$ cat config.mk
export PLATFORM = sky130hd
export DESIGN_NAME = gate_driver_host
export DESIGN_NICKNAME = d
export VERILOG_FILES = /design/src/verilog/gate_ctrl_pkg.sv /design/src/verilog/sense_pwm_meter.sv /design/src/verilog/gate_driver_host.sv
export SDC_FILE = /design/constraint.sdc
export NUM_CORES = 1
export LEC_CHECK = 0
export ABC_AREA = 1
export BUFFER_PORTS_ARGS = -buffer_cell sky130_fd_sc_hd__buf_2
export CORE_MARGIN = 2
export CORE_UTILIZATION = 50
export DETAILED_ROUTE_END_ITERATION = 10
export PLACE_DENSITY = 0.68
export REMOVE_ABC_BUFFERS = 1
export SYNTH_ARGS = -nofsm -noshare
export SYNTH_HDL_FRONTEND = slang
export SYNTH_SLANG_ARGS = --single-unit
$ cat constraint.sdc
create_clock -name clk -period 11.5 [get_ports clk]
set_clock_uncertainty 0.2 [all_clocks]
set_input_delay 2.3 -clock clk [delete_from_list [all_inputs] [get_ports clk]]
set_output_delay 2.3 -clock clk [all_outputs]
set_load 0.005 [all_outputs]
$ cat src/verilog/gate_ctrl_pkg.sv
package gate_ctrl_pkg;

  // Clock period of the controller in picoseconds (100 MHz).
  localparam int unsigned CLK_PERIOD_PS = 10000;

  // Deglitch width of the driver's inputs, in nanoseconds.
  localparam int unsigned DEGLITCH_NS = 40;

  // Minimum width of a host pulse so the driver never filters it, in clock cycles.
  localparam int unsigned DEGLITCH_CYC = (DEGLITCH_NS * 1000 + CLK_PERIOD_PS - 1) / CLK_PERIOD_PS + 1;

  // Default fault mute time in nanoseconds.
  localparam int unsigned FAULT_MUTE_NS = 1000;

  // Default fault mute time in clock cycles, rounded up.
  localparam int unsigned FAULT_MUTE_CYC = (FAULT_MUTE_NS * 1000 + CLK_PERIOD_PS - 1) / CLK_PERIOD_PS;

  // Default reset filter time in nanoseconds.
  localparam int unsigned RESET_FILTER_NS = 1000;

  // Default reset filter time in clock cycles, rounded up, plus margin.
  localparam int unsigned RESET_FILTER_CYC =
    (RESET_FILTER_NS * 1000 + CLK_PERIOD_PS - 1) / CLK_PERIOD_PS + 2;

  // Width of every timer in the controller.
  localparam int unsigned TIMER_W = 16;

  // Width of the sense PWM period and high-time counters.
  localparam int unsigned SENSE_W = 16;

  // Lowest and highest legal sense duty in percent.
  localparam int unsigned DUTY_MIN_PCT = 10;
  localparam int unsigned DUTY_MAX_PCT = 88;

  // Reset value of the timer fields.
  localparam logic [15:0] TIMER_RESET = 16'h0000;

  // States of the enable and fault recovery sequencer.
  typedef enum logic [4:0] {
    ST_OFF     = 5'b0_0001,
    ST_RUN     = 5'b0_0010,
    ST_MUTE    = 5'b0_0100,
    ST_CLEAR   = 5'b0_1000,
    ST_RELEASE = 5'b1_0000
  } seq_state_e;

endpackage : gate_ctrl_pkg

$ cat src/verilog/sense_pwm_meter.sv
`timescale 1ns/1ps
`default_nettype none

// Measures the period and high time of the sense PWM pin, one result per period.
module sense_pwm_meter (
  input  wire logic                               clk,
  input  wire logic                               rst_n,
  input  wire logic                               pwm_sync,
  output var  logic [gate_ctrl_pkg::SENSE_W-1:0]  period_reg,
  output var  logic [gate_ctrl_pkg::SENSE_W-1:0]  high_reg,
  output var  logic                               valid_reg
);

  // All state of the meter in one record.
  typedef struct packed {
    logic                              prev;
    logic [gate_ctrl_pkg::SENSE_W-1:0] per_cnt;
    logic [gate_ctrl_pkg::SENSE_W-1:0] hi_cnt;
    logic [gate_ctrl_pkg::SENSE_W-1:0] period;
    logic [gate_ctrl_pkg::SENSE_W-1:0] high;
    logic                              valid;
  } meter_s;

  meter_s st_reg;   // Registered state.
  meter_s st_next;  // Next state.

  // Counters saturate so a stuck pin never wraps into a plausible reading.
  always_comb begin
    st_next       = st_reg;
    st_next.prev  = pwm_sync;
    st_next.valid = 1'b0;
    if (pwm_sync && !st_reg.prev) begin
      // A rising edge closes one period and starts the next.
      st_next.period  = st_reg.per_cnt;
      st_next.high    = st_reg.hi_cnt;
      st_next.valid   = 1'b1;
      st_next.per_cnt = 16'h0001;
      st_next.hi_cnt  = 16'h0001;
    end else begin
      if (st_reg.per_cnt != 16'hFFFF) begin
        st_next.per_cnt = st_reg.per_cnt + 16'h0001;
      end
      if (pwm_sync && st_reg.hi_cnt != 16'hFFFF) begin
        st_next.hi_cnt = st_reg.hi_cnt + 16'h0001;
      end
    end
  end

  // State register with asynchronous reset to constants.
  always_ff @(posedge clk or negedge rst_n) begin
    if (!rst_n) begin
      st_reg <= '0;
    end else begin
      st_reg <= st_next;
    end
  end

  assign period_reg = st_reg.period;
  assign high_reg   = st_reg.high;
  assign valid_reg  = st_reg.valid;

endmodule : sense_pwm_meter

`default_nettype wire

$ cat src/verilog/gate_driver_host.sv
// Overview of operation
// - Host holds enable low past mute plus filter
// - Host never floats inputs; unused inverting grounded
// - Inverting PWM auto-reset uses inverted enable
// - Auto-reset PWM off-time exceeds reset filter
`timescale 1ns/1ps
`default_nettype none

module gate_driver_host #(
  parameter logic [15:0] FAULT_MUTE_CYC   = 16'(gate_ctrl_pkg::FAULT_MUTE_CYC),
  parameter logic [15:0] RESET_FILTER_CYC = 16'(gate_ctrl_pkg::RESET_FILTER_CYC)
) (
  input  wire logic        clk,
  input  wire logic        resetn,
  // User side.
  input  wire logic        run_req,
  input  wire logic        pwm_cmd,
  input  wire logic        pwm_low_cmd,
  input  wire logic        auto_reset_mode,
  input  wire logic        invert_mode,
  input  wire logic        fault_clear_req,
  output var  logic        running,
  output var  logic        fault_seen,
  output var  logic        supply_good,
  output var  logic [15:0] sense_period,
  output var  logic [15:0] sense_high,
  output var  logic        sense_valid,
  // Driver pins.
  output var  logic        pwm_noninv_pin,
  output var  logic        pwm_inv_pin,
  output var  logic        enable_pin,
  input  wire logic        fault_flag_n,
  input  wire logic        supply_good_pin,
  input  wire logic        sense_pwm_out
);

  // Reset synchroniser: asynchronous assert, release after two edges.
  logic [1:0] rst_sync_reg;
  logic       rst_n;

  always_ff @(posedge clk or negedge resetn) begin
    if (!resetn) begin
      rst_sync_reg <= 2'b00;
    end else begin
      rst_sync_reg <= {rst_sync_reg[0], 1'b1};
    end
  end
  assign rst_n = rst_sync_reg[1];

  // Pin synchronisers; the first stage feeds only the second.
  logic [2:0] pin_s1_reg;
  logic [2:0] pin_s2_reg;

  always_ff @(posedge clk or negedge rst_n) begin
    if (!rst_n) begin
      pin_s1_reg <= 3'b011;
      pin_s2_reg <= 3'b011;
    end else begin
      pin_s1_reg <= {sense_pwm_out, supply_good_pin, fault_flag_n};
      pin_s2_reg <= pin_s1_reg;
    end
  end

  // Sense PWM decoding lives in its own module.
  sense_pwm_meter u_meter (
    .clk        (clk),
    .rst_n      (rst_n),
    .pwm_sync   (pin_s2_reg[2]),
    .period_reg (sense_period),
    .high_reg   (sense_high),
    .valid_reg  (sense_valid)
  );

  // Whole controller state.
  typedef struct packed {
    gate_ctrl_pkg::seq_state_e state;
    logic [15:0]               timer;
    logic [15:0]               hold;
    logic                      noninv;
    logic                      inv;
    logic                      en;
    logic                      running;
    logic                      fault_seen;
    logic                      supply_good;
  } ctrl_s;

  ctrl_s st_reg;   // Registered state.
  ctrl_s st_next;  // Next state.

  // Pin levels as seen after synchronisation.
  logic fault_active;
  logic supply_ok;
  assign fault_active = !pin_s2_reg[0];
  assign supply_ok    = pin_s2_reg[1];

  // Saturating increment used by both timers.
  function automatic logic [15:0] sat_inc(input logic [15:0] v);
    sat_inc = (v == 16'hFFFF) ? v : v + 16'h0001;
  endfunction : sat_inc

  // Sequencer: commanded gate input changes are held at least one deglitch width
  // so the driver never filters a level the host meant; a fault drops all pins at once, a stop drops enable at once and the gate inputs a cycle later.
  always_comb begin
    logic want_on;
    logic want_inv;
    want_on  = 1'b0;
    want_inv = 1'b0;
    st_next             = st_reg;
    st_next.timer       = sat_inc(st_reg.timer);
    st_next.hold        = sat_inc(st_reg.hold);
    st_next.supply_good = supply_ok;
    // The inverting input takes the inverted command in invert mode, else pwm_low_cmd.
    want_on  = invert_mode ? 1'b0 : pwm_cmd;
    want_inv = invert_mode ? !pwm_cmd : pwm_low_cmd;
    case (st_reg.state)
      gate_ctrl_pkg::ST_OFF: begin
        st_next.en      = 1'b0;
        st_next.noninv  = 1'b0;
        st_next.inv     = 1'b0;
        st_next.running = 1'b0;
        if (run_req && st_reg.timer >= 16'(gate_ctrl_pkg::DEGLITCH_CYC)) begin
          st_next.state = gate_ctrl_pkg::ST_RUN;
          st_next.timer = gate_ctrl_pkg::TIMER_RESET;
        end
      end
      gate_ctrl_pkg::ST_RUN: begin
        st_next.running = 1'b1;
        if (st_reg.hold >= 16'(gate_ctrl_pkg::DEGLITCH_CYC)) begin
          st_next.noninv = invert_mode ? 1'b1 : want_on;
          st_next.inv    = want_inv;
          if ((invert_mode ? 1'b1 : want_on) != st_reg.noninv || want_inv != st_reg.inv) begin
            st_next.hold = gate_ctrl_pkg::TIMER_RESET;
          end
        end
        // Automatic reset: enable follows the effective gate command.
        if (auto_reset_mode) begin
          st_next.en = invert_mode ? !st_reg.inv : st_reg.noninv;
        end else begin
          st_next.en = 1'b1;
        end
        if (fault_active) begin
          st_next.state      = gate_ctrl_pkg::ST_MUTE;
          st_next.fault_seen = 1'b1;
          st_next.timer      = gate_ctrl_pkg::TIMER_RESET;
          // Drop the enable at once, so the mute window opens with it already low.
          st_next.en         = 1'b0;
          st_next.noninv     = 1'b0;
          st_next.inv        = 1'b0;
          st_next.running    = 1'b0;
        end else if (!run_req) begin
          st_next.state = gate_ctrl_pkg::ST_OFF;
          st_next.timer = gate_ctrl_pkg::TIMER_RESET;
          st_next.en    = 1'b0;
        end
      end
      gate_ctrl_pkg::ST_MUTE: begin
        // The driver ignores the enable line here, so drive it low early.
        st_next.en = 1'b0;
        if (st_reg.timer >= FAULT_MUTE_CYC) begin
          st_next.state = gate_ctrl_pkg::ST_CLEAR;
          st_next.timer = gate_ctrl_pkg::TIMER_RESET;
        end
      end
      gate_ctrl_pkg::ST_CLEAR: begin
        st_next.en = 1'b0;
        if (st_reg.timer >= RESET_FILTER_CYC && (fault_clear_req || auto_reset_mode)) begin
          st_next.state = gate_ctrl_pkg::ST_RELEASE;
          st_next.timer = gate_ctrl_pkg::TIMER_RESET;
          st_next.en    = 1'b1;
        end
      end
      gate_ctrl_pkg::ST_RELEASE: begin
        st_next.en = 1'b1;
        if (!fault_active && st_reg.timer >= 16'(gate_ctrl_pkg::DEGLITCH_CYC)) begin
          st_next.state      = run_req ? gate_ctrl_pkg::ST_RUN : gate_ctrl_pkg::ST_OFF;
          st_next.en         = run_req;
          st_next.timer      = gate_ctrl_pkg::TIMER_RESET;
          st_next.hold       = gate_ctrl_pkg::TIMER_RESET;
          st_next.fault_seen = fault_active;
        end else if (st_reg.timer >= RESET_FILTER_CYC) begin
          // Driver did not release: retry the whole clear.
          st_next.state = gate_ctrl_pkg::ST_CLEAR;
          st_next.timer = gate_ctrl_pkg::TIMER_RESET;
          st_next.en    = 1'b0;
        end
      end
      default: begin
        st_next.state = gate_ctrl_pkg::ST_OFF;
        st_next.en    = 1'b0;
      end
    endcase
    // A new fault while clearing is reported again; set wins.
    if (fault_active && st_reg.state != gate_ctrl_pkg::ST_RELEASE) begin
      st_next.fault_seen = 1'b1;
    end
    // Outside invert mode never command both inputs high; the driver would block the gate anyway.
    if (st_next.noninv && st_next.inv && !invert_mode) begin
      st_next.noninv = 1'b0;
    end
  end

  // State register; reset to the disabled state.
  always_ff @(posedge clk or negedge rst_n) begin
    if (!rst_n) begin
      st_reg <= '{state: gate_ctrl_pkg::ST_OFF, timer: gate_ctrl_pkg::TIMER_RESET,
                  hold: gate_ctrl_pkg::TIMER_RESET, default: 1'b0};
    end else begin
      st_reg <= st_next;
    end
  end

  // Outputs straight from the state register.
  assign pwm_noninv_pin = st_reg.noninv;
  assign pwm_inv_pin    = st_reg.inv;
  assign enable_pin     = st_reg.en;
  assign running        = st_reg.running;
  assign fault_seen     = st_reg.fault_seen;
  assign supply_good    = st_reg.supply_good;

endmodule : gate_driver_host

`default_nettype wire

==> out/results.ini <==
[critical_path]
endpoint_kind=flip-flop
required_ns=11.60
crit_fanout=15
worst-r2r-cell-count=7
arrival_ns=3.62
critPathKind=primary input to flip-flop
startpoint_type=primary input

[synth]
synth_edf_count=0
avgSynthCellArea_um2=8.12
syn_area_mm2=0.00633
synth_flop_cell=dfrtp_1
yosysTopAreaCell=dfrtp_1
synth_top_cell_area_share_pct=44.3
yosys_warnings=0
yosys-top-cells-area=dfrtp_1, nand2_1, inv_1, o21ai_0, nand3_1
synthArstFlopShare_pct=100
syn_inst=780
yosysUniqueCellTypes=49
ys_seq_area_share_pct=46.3
ys_seq_elements=117

[worst_hold_path]
hold_class=flip-flop to async pin

[clock_tree]
cts_setup_buffers=0
cts_tree=built
clk-insertion-delay-late_ns=0.41
cts-root-buf=clkbuf_16
numCtsBuffers=17
max-clock-path-buffers=2
numClockSinks=117
htreeDepth=4
clk_pin_slew_ns=0.05
cts_resized=0
cts_hold_buf=0

[floorplanning]
initial_core_util_pct=50.8
core_mm2=0.0125
die_w_um=117
ios=50
dieArea_mm2=0.0136
die_height_um=117
num_rows=41

[layout]
utilization_pct=57.0
largest_reg_flops=37
syn_to_final_growth_pct=12.1
design_area_mm2=0.00710
n_antenna_cell=0
drive_above_1_share_pct=16.0
fin_cells=991
final_nets=826

[drt]
first_pass_iters=5
routed_wire_length_per_instance_um=13.1
drt_wl_total_um=12900
vias=5123
drtIter0Drc=257
drc=0
antenna_left=0
via_per_inst=5.17

[sta]
fmaxAchievable_ghz=0.284
hold_viol=0
setup_tns_ns=0
min_period_over_period_pct=30.6
setup_viol=0
min_period_ns=3.52
tightestPinTransition_ns=0.862
final_max_slew_viol_count=0
slew_headroom_pct=42.5
grt_setup_unrepaired=no

[power]
leakagePower_nw=3.50
power_density_mw_per_mm2=181
power_mw=1.29
irDropWorstVdd_v=0.000116

[placement]
place.port_buffers=49
placedCellCount=959
place_congestion=0.866
hpwl_um=8990
placed_cell_area_mm2=0.00650

[grt]
grt_pass1_wl_um=22500
track_usage_pct=20.9
grt-ovfl-total=0
grt_max_degree=69
first_global_vias=4970
antenna_found_initial=0

[run]
drv_cap=0

[outcome]
status=finished clean

-- cell type report --
| type | count | area [um2] |
|---|---|---|
| repair buffers | 52 | 268 |
| clock buffers | 23 | 478 |
| well taps | 172 | 215 |
| flip-flops and latches | 117 | 2940 |
| multi-input cells | 515 | 2690 |
| fillers | 1131 | 5370 |
| inverters | 103 | 387 |
| clock inverters | 9 | 125 |
-- critical path, cell delays in order --
cell and delay (ns):
buf_2 0.12, nand2_1 0.05, o21ai_0 0.12, or2_2 0.29, nand3_1 0.09, nand2_1 0.06, nand2_1 0.08, nand3_2 0.25
and3_1 0.26
-- through the flow --
stage               worst slack [ns]  hold WS [ns]
finish                          7.98         0.134
global route                    7.88         0.159
detailed placement              7.55         0.137
floorplan                       7.81         0.131
CTS                             8.00         0.149
global placement                7.64         0.132
-- Yosys cell counts, drive strengths merged (9+ instances only) --
master / n
a21oi: 32
clkbuf: 9
nor2: 66
buf: 36
nand2: 175
xor2: 13
nand3: 57
inv: 102
o21ai: 70
ha: 9
nor3: 28
dfrtp: 112
nand4: 24
-- per-layer routing --
metal | vias up | part of all wire [%] | track usage (%)
li1 | 2569 | - | -
met1 | 2427 | 47 | 26.3
met2 | 107 | 48 | 34.6
met3 | 20 | 4.0 | 5.81
met4 | 0 | 1.6 | 7.53
met5 | - | 0 | 0
-- cell families (layout without fill, tap and decap cells) --
family,after synthesis,after routing,synth area share [%]
AND/OR/NAND/NOR,362,362,27.0
adder cells (fa/ha/maj),9,9,1.78
AO/OA/AOI/OAI,126,126,11.3
XOR/XNOR,17,17,2.35
flip-flops,117,117,46.3
other,1,1,0.0592
buffers and inverters,148,187,11.2
-- cells in the final DEF (no fill, tap or decap), drive strengths merged, types with 3 or more instances in the layout --
cell type  instances
bufinv             3
clkinv             5
dfstp              5
nand3             57
nor3              28
xor2              13
dfrtp            112
nand3b             4
o31ai              5
ha                 9
a21boi             4
o21ai             70
nand4             24
or2                4
nand2            175
a21oi             32
buf               52
inv              102
o211ai             4
nor2              66
clkbuf            23
xnor2              4
-- power breakdown --
part           internal [mW]  total (mW)  leakage [nW]  switching, mW
clock network          0.356       0.535         0.293          0.179
logic                 0.0820       0.244          1.65          0.162
registers              0.460       0.509          1.56         0.0490
-- final timing paths --
check	slack, ns	end	startpoint
setup / recovery	7.98	st_reg[18]	invert_mode
hold / removal	0.13	pin_s2_reg[2]	rst_sync_reg[1]
setup reg to reg	9.19	u_meter.st_reg[49]	pin_s2_reg[2]
hold reg to reg	0.13	pin_s2_reg[2]	rst_sync_reg[1]
max in group asynchronous	9.53	rst_sync_reg[1]	resetn
min in group clk	0.15	pin_s2_reg[2]	pin_s1_reg[2]
(Power assumes the default switching activity.)
